<file path="config.mk">
export PLATFORM = sky130hd
export DESIGN_NAME = astx_top
export DESIGN_NICKNAME = d
export VERILOG_FILES = /design/src/astx_pkg.sv /design/src/astx_flag_delay.sv /design/src/astx_baud_tick.sv /design/src/astx_top.sv
export SDC_FILE = /design/constraint.sdc
export NUM_CORES = 1
export LEC_CHECK = 0
export BUFFER_PORTS_ARGS = -buffer_cell sky130_fd_sc_hd__buf_2
export CORE_MARGIN = 2
export CORE_UTILIZATION = 51
export CTS_CLUSTER_SIZE = 20
export DETAILED_ROUTE_END_ITERATION = 8
export GPL_TIMING_DRIVEN = 0
export HOLD_SLACK_MARGIN = 0.1
export PLACE_DENSITY = 0.75
export SYNTH_ARGS = -nofsm -noshare
export SYNTH_HDL_FRONTEND = slang
export SYNTH_SLANG_ARGS = --single-unit
</file>
<file path="constraint.sdc">
create_clock -name clk -period 4.13 [get_ports clk]
set_clock_uncertainty 0.2 [all_clocks]
set_input_delay 0.6195 -clock clk [delete_from_list [all_inputs] [get_ports clk]]
set_output_delay 0.6195 -clock clk [all_outputs]
set_load 0.005 [all_outputs]
</file>
<file path="src/astx_pkg.sv">
// package with register map, field layout and timing constants
package astx_pkg;
   // Overview of operation
   // - holding register write starts a transmission
   // - empty shift register loads character at once
   // - busy shifter: hold, load right after stop
   // - start, data, stop follow load immediately
   // - polarity invert flips idle and data levels
   // - polarity acts in asynchronous mode only
   // - buffer free while enabled and nothing queued
   // - buffer free flag valid second cycle later
   // - buffer free flag is read only
   // - interrupt gated by enable, flag unaffected
   // - shift empty bit 1 tracks shifter occupancy
   // - shift empty is read only, no interrupt
   // - ninth bit at bit 0 is sent
   // - synchronous receive enables override transmit enable

   localparam logic [7:0] ASTX_ADDR_DATA    = 8'h00; // tx_holding_reg
   localparam logic [7:0] ASTX_ADDR_STATUS  = 8'h04; // tx_status_control
   localparam logic [7:0] ASTX_ADDR_CONTROL = 8'h08; // enables and modes
   localparam logic [7:0] ASTX_ADDR_BAUD    = 8'h0C; // baud divisor
   localparam logic [7:0] ASTX_ADDR_IRQ_ST  = 8'h10; // sticky events
   localparam logic [7:0] ASTX_ADDR_IRQ_EN  = 8'h14; // event mask

   // tx_status_control fields
   localparam int ASTX_ST_NINTH    = 0;
   localparam int ASTX_ST_EMPTY    = 1;
   localparam int ASTX_ST_NINE_EN  = 6;
   // control fields
   localparam int ASTX_CT_TX_ENABLE     = 0;
   localparam int ASTX_CT_CLOCKED  = 1;
   localparam int ASTX_CT_PORT_ON  = 2;
   localparam int ASTX_CT_INVERT   = 3;
   localparam int ASTX_CT_SINGLE_RECEIVE_EN     = 4;
   localparam int ASTX_CT_CONTINUOUS_RECEIVE_EN     = 5;
   localparam int ASTX_CT_IRQ_EN   = 6;
   // status-read free bit and event bits
   localparam int ASTX_ST_FREE     = 7;
   localparam int ASTX_EV_FREE     = 0;
   localparam int ASTX_EV_DONE     = 1;

   localparam int ASTX_DATA_BITS   = 8;
   localparam int ASTX_BAUD_W      = 16;
   localparam logic [15:0] ASTX_BAUD_RESET = 16'h00D9;
   localparam int ASTX_FLAG_DELAY  = 2;   // cycles after holding write
   localparam int ASTX_EVENTS      = 2;
endpackage

</file>
<file path="src/astx_flag_delay.sv">
`timescale 1ns/10ps
// delays a level by a fixed number of clock cycles
module astx_flag_delay #(
   parameter int DEPTH = 2
) (
   // clock and reset
   input  wire logic clk,
   input  wire logic reset_n,
   // level in and delayed level out
   input  wire logic din,
   output logic      dout
);
   logic [DEPTH-1:0] pipe;

   // shift register; resets to low so flag starts clear
   always_ff @(posedge clk) begin
      if (!reset_n) begin
         pipe <= '0;
      end else begin
         pipe <= {pipe[DEPTH-2:0], din};
      end
   end
   assign dout = pipe[DEPTH-1];
endmodule

</file>
<file path="src/astx_baud_tick.sv">
`timescale 1ns/10ps
// baud period tick generator, restarts on demand
module astx_baud_tick #(
   parameter int W = 16
) (
   // clock and reset
   input  wire logic         clk,
   input  wire logic         reset_n,
   // control
   input  wire logic         restart,
   input  wire logic [W-1:0] divisor,
   // one-cycle tick at end of each bit period
   output logic              tick
);
   logic [W-1:0] count;

   // count down divisor..0; a registered tick would stretch the first
   // bit after a restart by one cycle, so tick is decoded from count
   always_ff @(posedge clk) begin
      if (!reset_n) begin
         count <= '0;
      end else if (restart || count == '0) begin
         count <= divisor;
      end else begin
         count <= count - 1'b1;
      end
   end

   // every bit, the start bit included, lasts divisor+1 cycles
   assign tick = (count == '0);
endmodule

</file>
<file path="src/astx_top.sv">
// Our own choices: the APB interface to the registers and the register offsets.
`timescale 1ns/10ps
// asynchronous serial transmitter with apb register file
module astx_top (
   // clock and reset
   input  wire logic        clk,
   input  wire logic        reset_n,
   // apb slave
   input  wire logic        psel,
   input  wire logic        penable,
   input  wire logic        pwrite,
   input  wire logic [7:0]  paddr,
   input  wire logic [31:0] pwdata,
   output logic [31:0]      prdata,
   output logic             pready,
   output logic             pslverr,
   // serial line
   output logic             tx_out,
   output logic             tx_oe_n,
   // interrupt
   output logic             irq
);
   import astx_pkg::*;

   typedef enum logic [1:0] {
      ASTX_IDLE,
      ASTX_START,
      ASTX_DATA,
      ASTX_STOP
   } astx_phase_e;

   typedef struct packed {
      logic [31:0]                 prdata;
      logic                        pready;
      logic                        pslverr;
      logic                        tx_out;
      logic                        tx_oe_n;
      logic                        irq;
      logic [ASTX_DATA_BITS-1:0]   hold_data;
      logic                        hold_ninth;
      logic                        hold_full;
      logic [ASTX_DATA_BITS:0]     shift;
      logic [3:0]                  bit_cnt;
      astx_phase_e                 phase;
      logic                        ninth_bit;
      logic                        nine_en;
      logic [6:0]                  ctrl;
      logic [ASTX_BAUD_W-1:0]      baud;
      logic [ASTX_EVENTS-1:0]      ev_status;
      logic [ASTX_EVENTS-1:0]      ev_mask;
      logic                        free_prev;
   } astx_state_s;

   astx_state_s st;
   astx_state_s next_st;

   logic tick;
   logic restart;
   logic free_raw;
   logic free_flag;
   logic tx_on;
   logic async_mode;
   logic port_on;
   logic line_bit;
   logic wr_access;
   logic rd_access;

   // bit timing, restarted whenever a character enters the shifter
   astx_baud_tick #(
      .W(ASTX_BAUD_W)
   ) u_tick (
      .clk     (clk),
      .reset_n (reset_n),
      .restart (restart),
      .divisor (st.baud),
      .tick    (tick)
   );

   // flag settles two cycles after the holding write
   astx_flag_delay #(
      .DEPTH(ASTX_FLAG_DELAY)
   ) u_free (
      .clk     (clk),
      .reset_n (reset_n),
      .din     (free_raw),
      .dout    (free_flag)
   );

   // decoded enables
   always_comb begin
      port_on    = st.ctrl[ASTX_CT_PORT_ON];
      async_mode = !st.ctrl[ASTX_CT_CLOCKED];
      // receive requests beat transmit in clocked mode
      tx_on = st.ctrl[ASTX_CT_TX_ENABLE] && port_on &&
              !(!async_mode && (st.ctrl[ASTX_CT_SINGLE_RECEIVE_EN] ||
                                st.ctrl[ASTX_CT_CONTINUOUS_RECEIVE_EN]));
      free_raw  = tx_on && !st.hold_full;
      wr_access = psel && penable && pwrite;
      rd_access = psel && penable && !pwrite;
   end

   // one process for bus, queue, shifter and interrupt
   always_comb begin
      next_st         = st;
      next_st.pready  = 1'b0;
      next_st.pslverr = 1'b0;
      restart         = 1'b0;
      line_bit        = 1'b1;

      // register writes; free flag and empty bit are not writable
      if (wr_access && !st.pready) begin
         next_st.pready = 1'b1;
         unique case (paddr)
            ASTX_ADDR_DATA: begin
               if (tx_on) begin
                  next_st.hold_data = pwdata[ASTX_DATA_BITS-1:0];
                  next_st.hold_ninth = st.ninth_bit;
                  next_st.hold_full  = 1'b1;
               end
            end
            ASTX_ADDR_STATUS: begin
               next_st.ninth_bit = pwdata[ASTX_ST_NINTH];
               next_st.nine_en   = pwdata[ASTX_ST_NINE_EN];
            end
            ASTX_ADDR_CONTROL: next_st.ctrl = pwdata[6:0];
            ASTX_ADDR_BAUD:    next_st.baud = pwdata[ASTX_BAUD_W-1:0];
            ASTX_ADDR_IRQ_ST:  next_st.ev_status = st.ev_status;
            ASTX_ADDR_IRQ_EN:  next_st.ev_mask = pwdata[ASTX_EVENTS-1:0];
            default:           next_st.pslverr = 1'b1;
         endcase
      end

      // register reads
      if (rd_access && !st.pready) begin
         next_st.pready = 1'b1;
         next_st.prdata = '0;
         unique case (paddr)
            ASTX_ADDR_DATA: next_st.prdata[7:0] = st.hold_data;
            ASTX_ADDR_STATUS: begin
               next_st.prdata[ASTX_ST_NINTH]   = st.ninth_bit;
               next_st.prdata[ASTX_ST_EMPTY]   =
                  (st.phase == ASTX_IDLE);
               next_st.prdata[ASTX_ST_NINE_EN] = st.nine_en;
               next_st.prdata[ASTX_ST_FREE]    = free_flag;
            end
            ASTX_ADDR_CONTROL: next_st.prdata[6:0] = st.ctrl;
            ASTX_ADDR_BAUD: next_st.prdata[ASTX_BAUD_W-1:0] = st.baud;
            ASTX_ADDR_IRQ_ST: begin
               next_st.prdata[ASTX_EVENTS-1:0] = st.ev_status;
               next_st.ev_status = '0; // read clears
            end
            ASTX_ADDR_IRQ_EN:
               next_st.prdata[ASTX_EVENTS-1:0] = st.ev_mask;
            default: next_st.pslverr = 1'b1;
         endcase
      end

      // shifter; a load uses the same cycle as the stop end
      unique case (st.phase)
         ASTX_IDLE: begin
            line_bit = 1'b1;
            if (st.hold_full && tx_on) begin
               next_st.shift = {st.hold_ninth, st.hold_data};
               next_st.hold_full = 1'b0;
               next_st.phase = ASTX_START;
               restart = 1'b1;
            end
         end
         ASTX_START: begin
            line_bit = 1'b0;
            if (tick) begin
               next_st.phase   = ASTX_DATA;
               next_st.bit_cnt = '0;
            end
         end
         ASTX_DATA: begin
            line_bit = st.shift[0];
            if (tick) begin
               next_st.shift = {1'b0, st.shift[ASTX_DATA_BITS:1]};
               next_st.bit_cnt = st.bit_cnt + 4'h1;
               if (st.bit_cnt == 4'(ASTX_DATA_BITS - 1) + 4'(st.nine_en))
                  next_st.phase = ASTX_STOP;
            end
         end
         ASTX_STOP: begin
            line_bit = 1'b1;
            if (tick) begin
               next_st.ev_status[ASTX_EV_DONE] = 1'b1;
               // pending character moves in without an idle gap
               if (st.hold_full && tx_on) begin
                  next_st.shift = {st.hold_ninth, st.hold_data};
                  next_st.hold_full = 1'b0;
                  next_st.phase = ASTX_START;
                  restart = 1'b1;
               end else begin
                  next_st.phase = ASTX_IDLE;
               end
            end
         end
      endcase

      // disabled port: shifter idle, queue dropped, line idle
      if (!tx_on) begin
         next_st.phase     = ASTX_IDLE;
         next_st.hold_full = 1'b0;
         line_bit          = 1'b1;
      end

      // inversion only in asynchronous mode
      next_st.tx_out = (async_mode && st.ctrl[ASTX_CT_INVERT]) ?
                       !line_bit : line_bit;
      next_st.tx_oe_n = !port_on;

      // free event on rising flag; set wins over read clear
      next_st.free_prev = free_flag;
      if (free_flag && !st.free_prev)
         next_st.ev_status[ASTX_EV_FREE] = 1'b1;

      // level request: enable gates the flag, flag itself ungated
      next_st.irq = (st.ctrl[ASTX_CT_IRQ_EN] && free_flag) ||
                    |(next_st.ev_status & st.ev_mask);
   end

   // state register
   always_ff @(posedge clk) begin
      if (!reset_n) begin
         st         <= '0;
         st.tx_out  <= 1'b1;
         st.tx_oe_n <= 1'b1;
         st.baud    <= ASTX_BAUD_RESET;
         st.phase   <= ASTX_IDLE;
      end else begin
         st <= next_st;
      end
   end

   assign prdata  = st.prdata;
   assign pready  = st.pready;
   assign pslverr = st.pslverr;
   assign tx_out  = st.tx_out;
   assign tx_oe_n = st.tx_oe_n;
   assign irq     = st.irq;
endmodule

</file>
==> impl_metrics.yaml <==
run_status:
  status: "completed"
synth:
  synth_top_area_share_pct: 41.60
  yosysMostFrequentCell: "dfxtp_1"
  ys.flop_type: "dfxtp_1"
  ys_seq_area_share_pct: 41.60
  synth_fa_ha_area_share_pct: 2.213
  ys_top_cells_by_count: "dfxtp_1 (94), nand2_1 (61), nor2_1 (46)"
  ys.warnings.count: 0
  syn_inst: 520
  synth_compound_area_share_pct: 17.46
  async_flop_share_pct: 0
  synth.ff_latch_count: 94
  synthXorXnorAreaFrac_pct: 2.324
  yosys.area_share.simple_pct: 20.22
  synth_area_sq_um: 4523
  synth.area.mux_share_pct: 7.054
  synth_edf_count: 0
  synth_top_family_by_area: "simple AND/OR/NAND/NOR gates"
  synth_area_leader_cell: "dfxtp_1"
  avgSynthCellArea_sq_um: 8.698
  synthDistinctLibCells: 61
  synthTopCellsByArea: "dfxtp_1 (42%), buf_4 (5.5%), nand2_1 (5.1%)"
critical_path:
  crit_start: "paddr[0]"
  r2r_start: "u_tick.count[0]"
  crit_type: "in -> reg"
  r2r_slack_ns: 1.40
  critPathMaxFanout: 10
  required_ns: 4.17
  crit_arrival_ns: 2.84
  worstRegToRegCells: 8
  r2r-end: "u_tick.count[7]"
  endpoint_kind: "flip-flop"
  start_kind: "input port"
  endpoint: "st[54]"
placed_design:
  port_buffers: 48
  gp_congestion: 0.8879
  hpwl_um: 8172
  dp_slack_ns: 1.041
clocking:
  cts_tree: "done"
  cts_resized: 0
  path_clk_slew_ns: 0.10
  cts-root-buf: "clkbuf_8"
  cts_hold_buf: 0
  clock_path_buffers: 2
  post-cts-setup-buffers: 0
  htreeDepth: 3
  clk_latency_ns: 0.38
  clock-sinks: 94
  cts_buffers: 9
global_routing:
  gr-total-overflow: 0
  grt_max_degree: 19
  grt_pass1_wl_um: 17680
  track_usage_pct: 22.84
  grt_pass1_vias: 3575
  antenna_found_initial: 0
power:
  p_leak_nw: 2.190
  powerDensity_nw_per_um2: 422.2
  ir_drop_mv: 0.2061
  power_mw: 2.171
drt:
  drc_errors: 0
  post_drt_via_cell_ratio: 5.638
  ant_nets: 0
  route.vias.total: 3986
  post_drt_wl_per_cell_um: 15.48
  drtPass1Iterations: 5
  detail_route.wirelength_um: 10940
  drt_iter0_markers: 234
sta:
  relSlewSlack_pct: 50.09
  slew_violations: 0
  rsz0062_at_grt: "false"
  finalHoldViolations: 0
  tns_ns: 0
  fin_crit_sh_pct: 67.70
  setup_violations: 0
  setup_ws_ns: 1.334
  tightest_slew_ns: 0.7459
  post-route-min-period_ns: 2.796
  max_freq_mhz: 357.7
die:
  core_area_sq_um: 8678
  die_area_sq_um: 9638
  die_w_um: 98.18
  fp-row-count: 34
  pin_count: 82
  die_y_um: 98.18
  start_util_pct: 52.12
hold_path:
  hp-class: "reg -> reg"
cells_and_area:
  fill_cells: 783
  nets: 647
  syn2layout_area_growth_pct: 13.69
  drive_gt1_share_pct: 21.54
  antenna_cells: 0
job:
  cap_viol_max_count: 0
[metrics by stage]
step / cells / util (%) / hold slack, ns / area, sq um
floorplan: 535 / - / 0.1899 / 4579
global route: 707 / 59.26 / 0.2450 / 5142
CTS: 707 / 59.26 / 0.2319 / 5142
detailed placement: 691 / 57.09 / 0.2218 / 4955
finish: 707 / 59.26 / 0.2355 / 5142
global placement: 691 / 57.09 / 0.2211 / 4955
[layer usage]
metal	up-vias	wire length [um]	global-route usage [%]
met5	-	0	0
met4	0	163	6.744
met3	15	704	4.223
met2	152	4916	35.99
met1	1881	5157	32.19
li1	1938	-	-
[kinds of logic (layout without fill, tap and decap cells)]
family	after synthesis	count (layout)
adder cells (fa/ha/maj)	8	8
AND/OR/NAND/NOR	181	181
multiplexers	27	27
XOR/XNOR	12	12
buffers and inverters	71	135
other	1	16
AO/OA/AOI/OAI	126	126
flip-flops	94	94
[critical path: stages]
cell and delay [ns]:
buf_2 0.09, or4_1 0.63, nor4_4 0.53, nand3_1 0.41
clkbuf_1 0.32, nand3_1 0.14, o21ai_0 0.08
[cell usage in the layout (no fill, tap or decap), types with 3 or more instances in the layout]
cell type,instances
clkbuf_8,9
nand3b_1,3
clkbuf_1,22
ha_1,8
xnor2_1,11
a211oi_1,9
nor4_1,3
or3_1,4
nor2b_1,4
or4_1,3
nand2_1,61
a311oi_1,3
o21ai_0,32
buf_4,33
mux2i_1,18
conb_1,16
inv_1,10
buf_2,51
nand3_1,25
dfxtp_1,94
a2bb2oi_1,8
or4_4,3
a22oi_1,15
o21a_1,3
nor3_1,9
nor2_1,46
mux2_2,5
a21oi_1,41
[flip-flops by register name, summed over array words and instances, names as in the netlist]
name and flops:
irq 1, port_on 1, prdata 16, pready 1
pslverr 1, st 54, tx_oe_n 1, tx_out 1
u_free.pipe 2, u_tick.count 16
[worst min-delay path by stage]
| stage | endpoint | slack, ns | cells past startpoint | startpoint |
|---|---|---|---|---|
| 3_3_place_gp | u_free.pipe[1] | 0.22 | 1 | u_free.pipe[0] |
| 3_5_place_dp | u_free.pipe[1] | 0.22 | 1 | u_free.pipe[0] |
| 5_1_grt | u_free.pipe[1] | 0.25 | 1 | u_free.pipe[0] |
| 6_report | u_free.pipe[1] | 0.24 | 1 | u_free.pipe[0] |
| 2_1_floorplan | tx_oe_n | 0.19 | 1 | port_on |
| 4_1_cts | u_free.pipe[1] | 0.23 | 1 | u_free.pipe[0] |
[power by group]
group / switching (mW) / leakage [nW] / internal, mW / total (mW)
clock network: 0.363 / 0.0903 / 0.233 / 0.595
logic: 0.273 / 1.34 / 0.251 / 0.524
registers: 0.0726 / 0.761 / 0.979 / 1.05
[area by class of cell]
| type | count | area [sq um] | share of cell area [%] |
|---|---|---|---|
| Clock inverter | 7 | 63.81 | 1.241 |
| Sequential cell | 94 | 1882 | 36.59 |
| Timing Repair Buffer | 48 | 240.2 | 4.672 |
| Buffer | 60 | 367.9 | 7.153 |
| Tap cell | 108 | 135.1 | 2.628 |
| Inverter | 11 | 41.29 | 0.8029 |
| Clock buffer | 9 | 123.9 | 2.409 |
| Multi-Input combinational cell | 370 | 2288 | 44.50 |
Note: power is estimated with default switching activity, not from simulation.
